===== config.mk =====
export PLATFORM = sky130hd
export DESIGN_NAME = usas_top
export DESIGN_NICKNAME = d
export VERILOG_FILES = /design/src/hdl/usas_pkg.sv /design/src/hdl/usas_clock_gen.sv /design/src/hdl/usas_top.sv
export VERILOG_INCLUDE_DIRS = /design/src /design/src/hdl
export SDC_FILE = /design/constraint.sdc
export NUM_CORES = 2
export LEC_CHECK = 0
export BUFFER_PORTS_ARGS = -buffer_cell sky130_fd_sc_hd__clkbuf_2
export CORE_MARGIN = 2
export CORE_UTILIZATION = 40
export CTS_CLUSTER_DIAMETER = 60
export DETAILED_ROUTE_END_ITERATION = 10
export PLACE_DENSITY_LB_ADDON = 0.05
export SYNTH_ARGS = -nofsm -noshare
export SYNTH_HDL_FRONTEND = slang
export SYNTH_SLANG_ARGS = --single-unit

===== constraint.sdc =====
create_clock -name aclk -period 7.7 [get_ports aclk]
set_input_delay 2.31 -clock aclk [delete_from_list [all_inputs] [get_ports aclk]]
set_output_delay 2.31 -clock aclk [all_outputs]
set_load 0.005 [all_outputs]

===== src/hdl/usas_defs.svh =====
// Constants for the audio serial interface with streaming rate control.
`ifndef USAS_DEFS_SVH
`define USAS_DEFS_SVH
`define USAS_REG_CTRL      8'h00
`define USAS_REG_LOW_MARK  8'h04
`define USAS_REG_HIGH_MARK 8'h08
`define USAS_REG_LARGE_LEN 8'h0c
`define USAS_REG_NORM_LEN  8'h10
`define USAS_REG_SMALL_LEN 8'h14
`define USAS_REG_STATUS    8'h18
`define USAS_REG_SOF_SUM   8'h1c
`define USAS_REG_STEP      8'h20
`define USAS_RESP_OKAY     2'h0
`define USAS_RESP_SLVERR   2'h2
`define USAS_PF_AUDIO      2'h1
`define USAS_LOW_RST       7'h10
`define USAS_HIGH_RST      7'h30
`define USAS_LARGE_RST     8'h62
`define USAS_NORM_RST      8'h60
`define USAS_SMALL_RST     8'h5e
`define USAS_FIFO_AW       6
`define USAS_SAMPLE_W      16
`define USAS_NOM_STEP      32'h1f75104d
`define USAS_TRIM_UNIT     32'h0000ce29
`define USAS_TRIM_MAX      8'sh40
`define USAS_SYNC_GAIN     9'h0a5
`define USAS_CLK_PERIOD_NS 5
`define USAS_SOF_PERIOD_NS 1000000
`define USAS_SOF_FR_LOG2   4
`define USAS_BIT_LAST      4'hf
`define USAS_BIT_MID       4'h7
`endif


===== src/hdl/usas_pkg.sv =====
// Types shared by the audio serial interface modules.
package usas_pkg;
  typedef enum logic [1:0] {
    USAS_SYNC_ASYNC,
    USAS_SYNC_SYNC,
    USAS_SYNC_ADAPT
  } usas_sync_e;
  typedef enum logic [1:0] {
    USAS_BAND_LOW,
    USAS_BAND_MID,
    USAS_BAND_HIGH
  } usas_band_e;
  typedef struct packed {
    logic [1:0] pin_func;
    usas_sync_e sync;
    logic       transmit;
    logic       enable;
  } usas_ctrl_s;
  typedef struct packed {
    logic [6:0] fifo_low_water_mark;
    logic [6:0] fifo_high_water_mark;
    logic [7:0] large_packet_length;
    logic [7:0] normal_packet_length;
    logic [7:0] small_packet_length;
  } usas_cfg_s;
endpackage


===== src/hdl/usas_clock_gen.sv =====
// Sampling clock generator: phase accumulator driving master, bit and word clocks.
`timescale 1ns/1ps
`include "usas_defs.svh"
module usas_clock_gen
  import usas_pkg::*;
(
  input  wire logic        aclk,       // System clock.
  input  wire logic        aresetn,    // Synchronous reset, active low.
  input  wire logic        run,        // Generator runs while high.
  input  wire logic [31:0] step,       // Phase increment per aclk.
  output logic             mclk,       // Master clock, 256 fs.
  output logic             bclk,       // Bit clock, 32 fs.
  output logic             lrck,       // Word clock, fs.
  output logic             bit_shift,  // Pulse at bit clock fall.
  output logic             bit_sample, // Pulse at bit clock rise.
  output logic             slot_start  // Pulse at first bit of a slot.
);
  logic [31:0] acc;
  logic [8:0]  cnt;
  logic [32:0] sum;
  logic        tick;

  assign sum  = {1'b0, acc} + {1'b0, step};
  assign tick = sum[32];

  // Each carry is half a master clock period; 512 carries make one sample.
  always_ff @(posedge aclk)
  begin
    if (!aresetn || !run)
    begin
      acc <= 32'h0;
      cnt <= 9'h0;
    end
    else
    begin
      acc <= sum[31:0];
      if (tick)
        cnt <= cnt + 9'h1;
    end
  end

  always_ff @(posedge aclk)
  begin
    if (!aresetn || !run)
    begin
      mclk       <= 1'b0;
      bclk       <= 1'b0;
      lrck       <= 1'b0;
      bit_shift  <= 1'b0;
      bit_sample <= 1'b0;
      slot_start <= 1'b0;
    end
    else
    begin
      mclk       <= cnt[0];
      bclk       <= cnt[3];
      lrck       <= cnt[8];
      bit_shift  <= tick && (cnt[3:0] == `USAS_BIT_LAST);
      bit_sample <= tick && (cnt[3:0] == `USAS_BIT_MID);
      slot_start <= tick && (cnt[7:0] == 8'hff);
    end
  end
endmodule


===== src/hdl/usas_top.sv =====
// Audio serial interface with FIFO-driven packet sizing and sampling clock control.
// Operation
// Provide serial in, serial out, bit, word, master clocks and mic detect.
// Serial out drives only when transmitting; serial in read only when receiving.
// Interface runs only when pin function selects the audio setting.
// Asynchronous, synchronous and adaptive synchronisation types all supported.
// Controller should choose async capture, adaptive playback, 48 kHz, 16-bit stereo.
// Async capture runs sampling clock at fixed nominal 48 kHz, never adjusted.
// Async capture writes codec samples into input FIFO checked against marks.
// Per frame send large, normal or small packet by input FIFO fill.
// Host absorbs varying capture amount per frame; device does not compensate.
// Adaptive playback starts at nominal 48 kHz and buffers host data.
// Host sends equal data each frame for 48 kHz on host clock.
// Adaptive playback raises clock above high mark, lowers below low mark.
// Synchronous mode locks audio clock to host start-of-frame tokens.
// Start-of-frame timing measured over many frames to average jitter.
// Synchronous mode derives sampling clock from measured host frame rate.
// FIFO fill compared with marks once per frame, at start-of-frame.
// Marks and packet lengths programmable, taking effect next frame.
//
// Implementation choices: the register addresses and the AXI4-Lite interface to the registers.
`timescale 1ns/1ps
`include "usas_defs.svh"
module usas_top
  import usas_pkg::*;
#(
  parameter int SOF_NOMINAL_CYCLES = `USAS_SOF_PERIOD_NS / `USAS_CLK_PERIOD_NS
)
(
  input  wire logic        aclk,                   // Clock, 200 MHz.
  input  wire logic        aresetn,                // Synchronous reset, active low.
  input  wire logic [7:0]  s_axi_awaddr,           // Write address.
  input  wire logic        s_axi_awvalid,          // Write address valid.
  output logic             s_axi_awready,          // Write address ready.
  input  wire logic [31:0] s_axi_wdata,            // Write data.
  input  wire logic [3:0]  s_axi_wstrb,            // Write byte strobes.
  input  wire logic        s_axi_wvalid,           // Write data valid.
  output logic             s_axi_wready,           // Write data ready.
  output logic [1:0]       s_axi_bresp,            // Write response.
  output logic             s_axi_bvalid,           // Write response valid.
  input  wire logic        s_axi_bready,           // Write response ready.
  input  wire logic [7:0]  s_axi_araddr,           // Read address.
  input  wire logic        s_axi_arvalid,          // Read address valid.
  output logic             s_axi_arready,          // Read address ready.
  output logic [31:0]      s_axi_rdata,            // Read data.
  output logic [1:0]       s_axi_rresp,            // Read response.
  output logic             s_axi_rvalid,           // Read data valid.
  input  wire logic        s_axi_rready,           // Read data ready.
  input  wire logic        sof,                    // Host start-of-frame pulse.
  output logic [15:0]      in_data,                // Capture sample to host.
  output logic             in_valid,               // Capture sample valid.
  input  wire logic        in_ready,               // Host takes capture sample.
  output logic [7:0]       in_frame_length,        // Samples granted this frame.
  input  wire logic [15:0] out_data,               // Playback sample from host.
  input  wire logic        out_valid,              // Playback sample valid.
  output logic             out_ready,              // Playback FIFO has room.
  input  wire logic        audio_serial_in,        // Serial data from codec.
  output logic             audio_serial_out,       // Serial data to codec.
  output logic             audio_serial_out_oe_n,  // Serial out enable, active low.
  output logic             audio_bit_clock,        // Serial bit clock.
  output logic             audio_word_clock,       // Left/right word clock.
  output logic             audio_master_clock,     // Codec master clock.
  input  wire logic        microphone_plug_detect, // Microphone plug pin.
  output logic             mic_present             // Debounced plug state.
);
  localparam int          FD = 1 << `USAS_FIFO_AW;
  localparam logic [23:0] SOF_WINDOW =
    24'(SOF_NOMINAL_CYCLES * (1 << `USAS_SOF_FR_LOG2));

  usas_ctrl_s  ctrl;
  usas_cfg_s   cfg;
  usas_band_e  in_band;
  usas_band_e  out_band;
  logic        active;
  logic        tx_mode;
  logic        rx_mode;
  logic [31:0] step;
  logic [31:0] next_step;
  logic signed [7:0] trim;
  logic [7:0]  budget;
  logic [23:0] win_cnt;
  logic [23:0] sof_sum;
  logic [3:0]  fr_cnt;
  logic        sof_seen;
  logic        sum_valid;

  function automatic usas_band_e classify(input logic [6:0] lvl,
                                          input logic [6:0] low,
                                          input logic [6:0] high);
    if (lvl > high)
      return USAS_BAND_HIGH;
    else if (lvl < low)
      return USAS_BAND_LOW;
    else
      return USAS_BAND_MID;
  endfunction

  // Pin synchronisers: a new level is taken once stages two and three agree.
  logic [2:0] pin_ff [2];
  logic       pin_in [2];
  logic       pin_st [2];
  assign pin_in[0] = audio_serial_in;
  assign pin_in[1] = microphone_plug_detect;
  for (genvar p = 0; p < 2; p++)
  begin : g_sync
    always_ff @(posedge aclk)
    begin
      if (!aresetn)
      begin
        pin_ff[p] <= 3'h0;
        pin_st[p] <= 1'b0;
      end
      else
      begin
        pin_ff[p] <= {pin_ff[p][1:0], pin_in[p]};
        if (pin_ff[p][1] == pin_ff[p][2])
          pin_st[p] <= pin_ff[p][2];
      end
    end
  end
  assign mic_present = pin_st[1];

  assign active  = ctrl.enable && (ctrl.pin_func == `USAS_PF_AUDIO);
  assign tx_mode = active && ctrl.transmit;
  assign rx_mode = active && !ctrl.transmit;

  // FIFOs: index 0 carries capture data, index 1 carries playback data.
  logic [15:0]             mem   [2][FD];
  logic [`USAS_FIFO_AW:0]  wr_p  [2];
  logic [`USAS_FIFO_AW:0]  rd_p  [2];
  logic [`USAS_FIFO_AW:0]  level [2];
  logic                    push  [2];
  logic                    pop   [2];
  logic [15:0]             wdat  [2];
  logic [15:0]             rdat  [2];
  logic                    full  [2];
  logic                    empty [2];
  for (genvar f = 0; f < 2; f++)
  begin : g_fifo
    assign level[f] = wr_p[f] - rd_p[f];
    assign full[f]  = level[f][`USAS_FIFO_AW];
    assign empty[f] = (level[f] == '0);
    assign rdat[f]  = mem[f][rd_p[f][`USAS_FIFO_AW-1:0]];
    always_ff @(posedge aclk)
    begin
      if (push[f])
        mem[f][wr_p[f][`USAS_FIFO_AW-1:0]] <= wdat[f];
    end
    always_ff @(posedge aclk)
    begin
      if (!aresetn || !active)
      begin
        wr_p[f] <= '0;
        rd_p[f] <= '0;
      end
      else
      begin
        if (push[f])
          wr_p[f] <= wr_p[f] + 1'b1;
        if (pop[f])
          rd_p[f] <= rd_p[f] + 1'b1;
      end
    end
  end

  // Serial engine.
  logic        bit_shift;
  logic        bit_sample;
  logic        slot_start;
  logic [15:0] tx_sh;
  logic [15:0] rx_sh;
  logic [3:0]  rx_cnt;
  logic        rx_done;

  usas_clock_gen u_clk (
    .aclk       (aclk),
    .aresetn    (aresetn),
    .run        (active),
    .step       (step),
    .mclk       (audio_master_clock),
    .bclk       (audio_bit_clock),
    .lrck       (audio_word_clock),
    .bit_shift  (bit_shift),
    .bit_sample (bit_sample),
    .slot_start (slot_start)
  );

  assign audio_serial_out_oe_n = !tx_mode;
  assign wdat[1] = out_data;
  assign push[1] = out_valid && out_ready;
  assign out_ready = tx_mode && !full[1];
  assign pop[1]  = tx_mode && slot_start && !empty[1];

  always_ff @(posedge aclk)
  begin
    if (!aresetn || !tx_mode)
    begin
      tx_sh            <= 16'h0;
      audio_serial_out <= 1'b0;
    end
    else if (slot_start)
    begin
      // An empty FIFO plays silence rather than stale data.
      tx_sh            <= empty[1] ? 16'h0 : {rdat[1][14:0], 1'b0};
      audio_serial_out <= !empty[1] && rdat[1][15];
    end
    else if (bit_shift)
    begin
      tx_sh            <= {tx_sh[14:0], 1'b0};
      audio_serial_out <= tx_sh[15];
    end
  end

  always_ff @(posedge aclk)
  begin
    if (!aresetn || !rx_mode)
    begin
      rx_sh   <= 16'h0;
      rx_cnt  <= 4'h0;
      rx_done <= 1'b0;
    end
    else
    begin
      rx_done <= bit_sample && (rx_cnt == `USAS_BIT_LAST);
      if (slot_start)
        rx_cnt <= 4'h0;
      else if (bit_sample)
      begin
        rx_sh  <= {rx_sh[14:0], pin_st[0]};
        rx_cnt <= rx_cnt + 4'h1;
      end
    end
  end

  // Samples arriving to a full input FIFO are dropped.
  assign wdat[0] = rx_sh;
  assign push[0] = rx_done && !full[0];
  assign in_data  = rdat[0];
  assign in_valid = rx_mode && !empty[0] && (budget != 8'h0);
  assign pop[0]   = in_valid && in_ready;

  assign in_band  = classify(level[0], cfg.fifo_low_water_mark,
                             cfg.fifo_high_water_mark);
  assign out_band = classify(level[1], cfg.fifo_low_water_mark,
                             cfg.fifo_high_water_mark);

  // Packet size is chosen once per frame from live settings.
  always_ff @(posedge aclk)
  begin
    if (!aresetn || !rx_mode)
    begin
      in_frame_length <= 8'h0;
      budget          <= 8'h0;
    end
    else if (sof)
    begin
      case (in_band)
        USAS_BAND_HIGH:
        begin
          in_frame_length <= cfg.large_packet_length;
          budget          <= cfg.large_packet_length;
        end
        USAS_BAND_LOW:
        begin
          in_frame_length <= cfg.small_packet_length;
          budget          <= cfg.small_packet_length;
        end
        default:
        begin
          in_frame_length <= cfg.normal_packet_length;
          budget          <= cfg.normal_packet_length;
        end
      endcase
    end
    else if (pop[0])
      budget <= budget - 8'h1;
  end

  // Adaptive trim moves one unit per frame and saturates.
  always_ff @(posedge aclk)
  begin
    if (!aresetn || !tx_mode || ctrl.sync != USAS_SYNC_ADAPT)
      trim <= 8'sh0;
    else if (sof)
    begin
      if (out_band == USAS_BAND_HIGH && trim < `USAS_TRIM_MAX)
        trim <= trim + 8'sh1;
      else if (out_band == USAS_BAND_LOW && trim > -`USAS_TRIM_MAX)
        trim <= trim - 8'sh1;
    end
  end

  // Frame timing is summed over sixteen frames to average out jitter.
  always_ff @(posedge aclk)
  begin
    if (!aresetn)
    begin
      win_cnt   <= 24'h0;
      fr_cnt    <= 4'h0;
      sof_seen  <= 1'b0;
      sof_sum   <= 24'h0;
      sum_valid <= 1'b0;
    end
    else if (sof)
    begin
      sof_seen <= 1'b1;
      fr_cnt   <= fr_cnt + 4'h1;
      if (fr_cnt == `USAS_BIT_LAST || !sof_seen)
      begin
        win_cnt <= 24'h0;
        fr_cnt  <= 4'h0;
        if (sof_seen)
        begin
          sof_sum   <= win_cnt + 24'h1;
          sum_valid <= 1'b1;
        end
      end
      else
        win_cnt <= win_cnt + 24'h1;
    end
    else if (sof_seen)
      win_cnt <= win_cnt + 24'h1;
  end

  // Linear correction avoids a divider; error stays small near lock.
  logic signed [25:0] sof_err;
  logic signed [35:0] sof_prod;
  assign sof_err  = $signed({2'b00, SOF_WINDOW}) - $signed({2'b00, sof_sum});
  assign sof_prod = 36'(sof_err * $signed({1'b0, `USAS_SYNC_GAIN}));

  always_comb
  begin
    next_step = `USAS_NOM_STEP;
    case (ctrl.sync)
      USAS_SYNC_SYNC:
        if (sum_valid)
          next_step = `USAS_NOM_STEP + sof_prod[31:0];
      USAS_SYNC_ADAPT:
        next_step = `USAS_NOM_STEP + 32'($signed(trim) * $signed(`USAS_TRIM_UNIT));
      default:
        next_step = `USAS_NOM_STEP;
    endcase
  end

  always_ff @(posedge aclk)
  begin
    if (!aresetn)
      step <= `USAS_NOM_STEP;
    else
      step <= next_step;
  end

  // Register access.
  logic        aw_held;
  logic        w_held;
  logic [7:0]  aw_addr;
  logic [31:0] w_data;
  logic [3:0]  w_strb;
  logic        wr_fire;
  logic [31:0] wr_merged;

  function automatic logic [32:0] reg_read(input logic [7:0] a,
                                           input usas_ctrl_s c,
                                           input usas_cfg_s g,
                                           input logic [31:0] st);
    case (a)
      `USAS_REG_CTRL:      return {1'b1, 26'h0, c};
      `USAS_REG_LOW_MARK:  return {1'b1, 25'h0, g.fifo_low_water_mark};
      `USAS_REG_HIGH_MARK: return {1'b1, 25'h0, g.fifo_high_water_mark};
      `USAS_REG_LARGE_LEN: return {1'b1, 24'h0, g.large_packet_length};
      `USAS_REG_NORM_LEN:  return {1'b1, 24'h0, g.normal_packet_length};
      `USAS_REG_SMALL_LEN: return {1'b1, 24'h0, g.small_packet_length};
      `USAS_REG_STATUS:    return {1'b1, st};
      `USAS_REG_SOF_SUM:   return {1'b1, 8'h0, sof_sum};
      `USAS_REG_STEP:      return {1'b1, step};
      default:             return 33'h0;
    endcase
  endfunction

  logic [31:0] status;
  logic [32:0] wr_cur;
  logic [32:0] rd_cur;
  assign status = {in_frame_length, 4'h0, in_band, active, mic_present,
                   1'b0, level[1], 1'b0, level[0]};
  assign wr_cur = reg_read(aw_addr, ctrl, cfg, status);
  assign rd_cur = reg_read(s_axi_araddr, ctrl, cfg, status);
  assign wr_fire = aw_held && w_held && !s_axi_bvalid;
  assign s_axi_awready = !aw_held;
  assign s_axi_wready  = !w_held;
  assign s_axi_arready = !s_axi_rvalid;
  for (genvar b = 0; b < 4; b++)
  begin : g_strb
    assign wr_merged[8*b+7:8*b] = w_strb[b] ? w_data[8*b+7:8*b] : wr_cur[8*b+7:8*b];
  end

  always_ff @(posedge aclk)
  begin
    if (!aresetn)
    begin
      aw_held      <= 1'b0;
      w_held       <= 1'b0;
      aw_addr      <= 8'h0;
      w_data       <= 32'h0;
      w_strb       <= 4'h0;
      s_axi_bvalid <= 1'b0;
      s_axi_bresp  <= `USAS_RESP_OKAY;
    end
    else
    begin
      if (s_axi_awvalid && s_axi_awready)
      begin
        aw_held <= 1'b1;
        aw_addr <= s_axi_awaddr;
      end
      if (s_axi_wvalid && s_axi_wready)
      begin
        w_held <= 1'b1;
        w_data <= s_axi_wdata;
        w_strb <= s_axi_wstrb;
      end
      if (wr_fire)
      begin
        aw_held      <= 1'b0;
        w_held       <= 1'b0;
        s_axi_bvalid <= 1'b1;
        s_axi_bresp  <= wr_cur[32] ? `USAS_RESP_OKAY : `USAS_RESP_SLVERR;
      end
      else if (s_axi_bready)
        s_axi_bvalid <= 1'b0;
    end
  end

  // Status, sum and step words ignore writes but answer OKAY.
  always_ff @(posedge aclk)
  begin
    if (!aresetn)
    begin
      ctrl <= '0;
      cfg  <= {`USAS_LOW_RST, `USAS_HIGH_RST, `USAS_LARGE_RST,
               `USAS_NORM_RST, `USAS_SMALL_RST};
    end
    else if (wr_fire)
    begin
      case (aw_addr)
        `USAS_REG_CTRL:      ctrl <= usas_ctrl_s'(wr_merged[5:0]);
        `USAS_REG_LOW_MARK:  cfg.fifo_low_water_mark <= wr_merged[6:0];
        `USAS_REG_HIGH_MARK: cfg.fifo_high_water_mark <= wr_merged[6:0];
        `USAS_REG_LARGE_LEN: cfg.large_packet_length <= wr_merged[7:0];
        `USAS_REG_NORM_LEN:  cfg.normal_packet_length <= wr_merged[7:0];
        `USAS_REG_SMALL_LEN: cfg.small_packet_length <= wr_merged[7:0];
        default:             ctrl <= ctrl;
      endcase
    end
  end

  always_ff @(posedge aclk)
  begin
    if (!aresetn)
    begin
      s_axi_rvalid <= 1'b0;
      s_axi_rdata  <= 32'h0;
      s_axi_rresp  <= `USAS_RESP_OKAY;
    end
    else if (s_axi_arvalid && s_axi_arready)
    begin
      s_axi_rvalid <= 1'b1;
      s_axi_rdata  <= rd_cur[31:0];
      s_axi_rresp  <= rd_cur[32] ? `USAS_RESP_OKAY : `USAS_RESP_SLVERR;
    end
    else if (s_axi_rready)
      s_axi_rvalid <= 1'b0;
  end
endmodule


==> flow_summary_export.csv <==
group,metric,value,unit
critical_path,timing.critical_path.slowest_stage_cell,"sky130_fd_sc_hd__edfxtp_1",
critical_path,regToRegEndpoint,"step[31]",
synth,synth_area_leader_cell,"sky130_fd_sc_hd__edfxtp_1",
placement,post-place-ws,1180,ps
cells_and_area,final_core_utilization,45.8,%
critical_path,critical_path.n_buffers_inverters,2,
placement,globalplace.congestion,0.826,
critical_path,setup.reg_to_reg.worst_slack,1080,ps
critical_path,critical_path.reg2reg.startpoint,"sof_sum[0]",
critical_path,critical_path_required,5390,ps
synth,number_of_synthesized_register_bits,2377,
cells_and_area,layout-drive-gt1-share,23.6,%
critical_path,endpoint_kind,"output pin",
timing,max_freq,151,MHz
power,comb_power_share,1.2,%
power,worst_ir_drop_vdd,0.000235,V
timing,transition_time_at_the_pin_with_the_least_slew_margin,1260,ps
synth,netlist_top_cells_count,"sky130_fd_sc_hd__edfxtp_1, sky130_fd_sc_hd__mux4_2, sky130_fd_sc_hd__nand2_1",
clock_network,post_cts_buffers,0,
critical_path,top_delay_family_on_crit_path,"flip-flops",
synth,synth_top_cells_by_area,"sky130_fd_sc_hd__edfxtp_1, sky130_fd_sc_hd__mux4_2, sky130_fd_sc_hd__dfxtp_1",
timing,period_minus_slack,6630,ps
job,drv.max_cap_violation_count,0,
critical_path,type_of_the_worst_setup_path,"reg -> out",
die,rows,185,
placement,place.detailed.hpwl,165000,microns
clock_network,ctsResizeCount,0,
detailed_routing,drt_wl_total,272000,microns
clock_network,clockBufferDepth,4,
timing,postLayoutSetupSlackWorst,1070,ps
timing,finClkSkew,80.0,ps
power,clkPwrFrac,46.7,%
clock_network,cts_inserted_buffers,287,
critical_path,max_stage_delay,940,ps
synth,synth_top_area_share,61.3,%
global_route,grt_first_pass_wirelength,394000,microns
cells_and_area,nets,6584,
global_route,number_of_antenna_violations_at_the_first_check_in_global_routing,6,
power,internal-power,21.3,mW
timing,post_route_setup_tns,0,ps
placement,port-buffer-count,123,
detailed_routing,drc_errors,0,
power,switching_share,20.3,%
clock_network,cts_hold_repair.buffers,0,
clock_network,root_buffer_master,"sky130_fd_sc_hd__clkbuf_16",
clock_network,clock_slew_at_reported_path_ffs,50,ps
timing,timing.final.setup_violations,0,
cells_and_area,synthToLayoutAreaGrowth,13.9,%
timing,hold_viol,0,
detailed_routing,routed-via-count,54000,
global_route,grt_pass1_vias,55300,
power,seqPwrFrac,52.1,%
cells_and_area,area_used_by_multi_input_combinational_logic,31500,sq um
min_path,hold_path.class,"reg -> reg",
power,switching_power_total,5.43,mW
clock_network,tritoncts,"done",
global_route,pin_count_of_the_biggest_net_entering_global_routing,126,
die,floorplan.die.width,508,microns
synth,ys.flop_type,"sky130_fd_sc_hd__edfxtp_1",
global_route,grt_usage,21.0,%
synth,postSynthAreaPerCell,17.5,sq um
detailed_routing,route.antenna.remaining_nets,0,
clock_network,h-tree-depth,5,
synth,mappedNetlistArea,102000,sq um
synth,seq_area_frac_synth,67.2,%
critical_path,r2r_cells,22,
power,power_density,231,nW/um^2
timing,relSlewSlack,16.1,%
power,power.leakage,36.6,nW
min_path,min_delay_path_depth,1,
critical_path,worst_setup_path_start_kind,"flop",
power,post-layout-total-power,26.8,mW
clock_network,insertion_delay,940,ps
synth,post-synth-top-count-cell,"sky130_fd_sc_hd__edfxtp_1",
min_path,hold_path_startpoint,"pin_ff[1][0]",
synth,async_flop_share,0,%
cells_and_area,fillers,22000,
die,core_area,253000,sq um
detailed_routing,drt_pre_antenna_iters,6,
die,design.portCount,153,
synth,synth_enable_flop_cells,2077,
die,die_h,508,microns
synth,netlist_instances,5806,
detailed_routing,drt-initial-drc-count,4567,
clock_network,numClockSinks,2377,
timing,rsz0062_at_grt,"no",
cells_and_area,layout.area.seq,68400,sq um
die,floorplan.initialDensity,40.2,%
die,die_ar,258000,sq um
synth,ys.warnings.count,0,
global_route,globalRoute.totalOverflow,0,
min_path,min_delay_worst_endpoint,"pin_ff[1][1]",
critical_path,crit_path_max_fanout,10,
synth,netlist_cell_types,95,
detailed_routing,post_drt_via_cell_ratio,5.55,
timing,timing.final.max_slew_violations,0,
critical_path,critical_path_arrival,4320,ps
timing,post-route-period-util,86.1,%
status,run_status,"completed",
critical_path,critical_path.cell_chain,"ha_1 -> inv_1 -> fa_1 -> a21oi_1 -> o21ai_1 -> xor2_1 -> a211oi_1 -> a31oi_1 -> clkbuf_2",
detailed_routing,post_drt_wl_per_cell,27.9,microns
-- cell families after synthesis --
group / share of synthesized area, %
flops: 67.2
simple gates: 4.83
compound gates: 4.85
mux: 14.9
buf+inv: 1.97
fa+ha+maj: 4.74
xor+xnor: 1.57
other cells: 0.00368
-- how the worst max path moves through the flow --
stage	from	cells past startpoint	endpoint	slack, ps
after global placement	sof_sum[0]	22	step[31]	1140
final	rd_p[0][0]	9	in_valid	1070
after CTS	rd_p[0][1]	8	in_valid	950
after global routing	sof_sum[0]	22	step[31]	640
after detailed placement	sof_sum[0]	22	step[31]	1180
after floorplan	sof_sum[0]	24	step[31]	2040
-- registers in the layout, summed over array words and instances (netlist names), 6 cells and up --
| register | count |
|---|---|
| mem | 2048 |
| cfg | 38 |
| s_axi_rdata | 32 |
| step | 32 |
| u_clk.acc | 32 |
| sof_sum | 24 |
| win_cnt | 24 |
| rx_sh | 16 |
| tx_sh | 15 |
| rd_p | 14 |
| wr_p | 14 |
| u_clk.cnt | 9 |
| aw_addr | 8 |
| budget | 8 |
| in_frame_length | 8 |
| trim | 8 |
| w_data | 8 |
| ctrl | 6 |
| pin_ff | 6 |
-- cell usage in the layout, fill, tap and decap left out, drive strengths merged, types with 14 or more instances in the layout --
| master | count |
|---|---|
| or3 | 15 |
| o311a | 16 |
| edfxtp | 2077 |
| nand4 | 15 |
| a31oi | 28 |
| and3 | 40 |
| ha | 259 |
| a21oi | 166 |
| a22o | 17 |
| nand2 | 357 |
| a222oi | 19 |
| a22oi | 31 |
| nand2b | 23 |
| mux2i | 31 |
| fa | 79 |
| nor3b | 14 |
| xnor2 | 108 |
| a21o | 65 |
| nand3 | 62 |
| dfxtp | 300 |
| a21boi | 18 |
| clkbuf | 481 |
| buf | 236 |
| inv | 207 |
| a221oi | 29 |
| and2 | 40 |
| o22ai | 20 |
| o211ai | 29 |
| mux4 | 657 |
| clkinv | 93 |
| o21a | 14 |
| a211oi | 17 |
| xor2 | 73 |
| o21ai | 100 |
| nor2b | 69 |
| o211a | 57 |
| nor3 | 41 |
| nor2 | 320 |
-- metrics by stage --
step	area, sq um	std cells	hold WS, ps
after floorplan	102000	5807	412
after global placement	107000	9243	427
after detailed placement	107000	9243	431
after CTS	116000	9725	439
after global routing	116000	9726	468
final	116000	9729	432
-- layout make-up --
class	count	area share [%]
flip-flops and latches	2377	59.0
multi-input cells	2949	27.2
clock buffers	359	6.61
well taps	3366	3.63
repair buffers	358	2.17
clock inverters	123	0.783
inverters	193	0.629
diodes	4	0.00863
-- metal layers --
layer  GRT usage (%)  vias to the layer above  routed length [microns]
li1                -                    23800                        -
met1            30.1                    28600                   123000
met2            34.2                     1259                   131000
met3            2.85                      329                    12300
met4            4.85                        0                     5260
met5               0                        -                        0
-- power groups by stage --
| stage | sequential [mW] | combinational, mW | clock, mW |
|---|---|---|---|
| 2_1_floorplan | 14.2 | 0.142 | 0 |
| 4_1_cts | 13.9 | 0.328 | 12.9 |
| 3_5_place_dp | 14.2 | 0.328 | 0 |
| 3_3_place_gp | 14.2 | 0.320 | 0 |
| 6_report | 13.9 | 0.324 | 12.5 |
| 5_1_grt | 13.9 | 0.358 | 13.4 |
No activity file was read; power rests on OpenSTA's default activity.
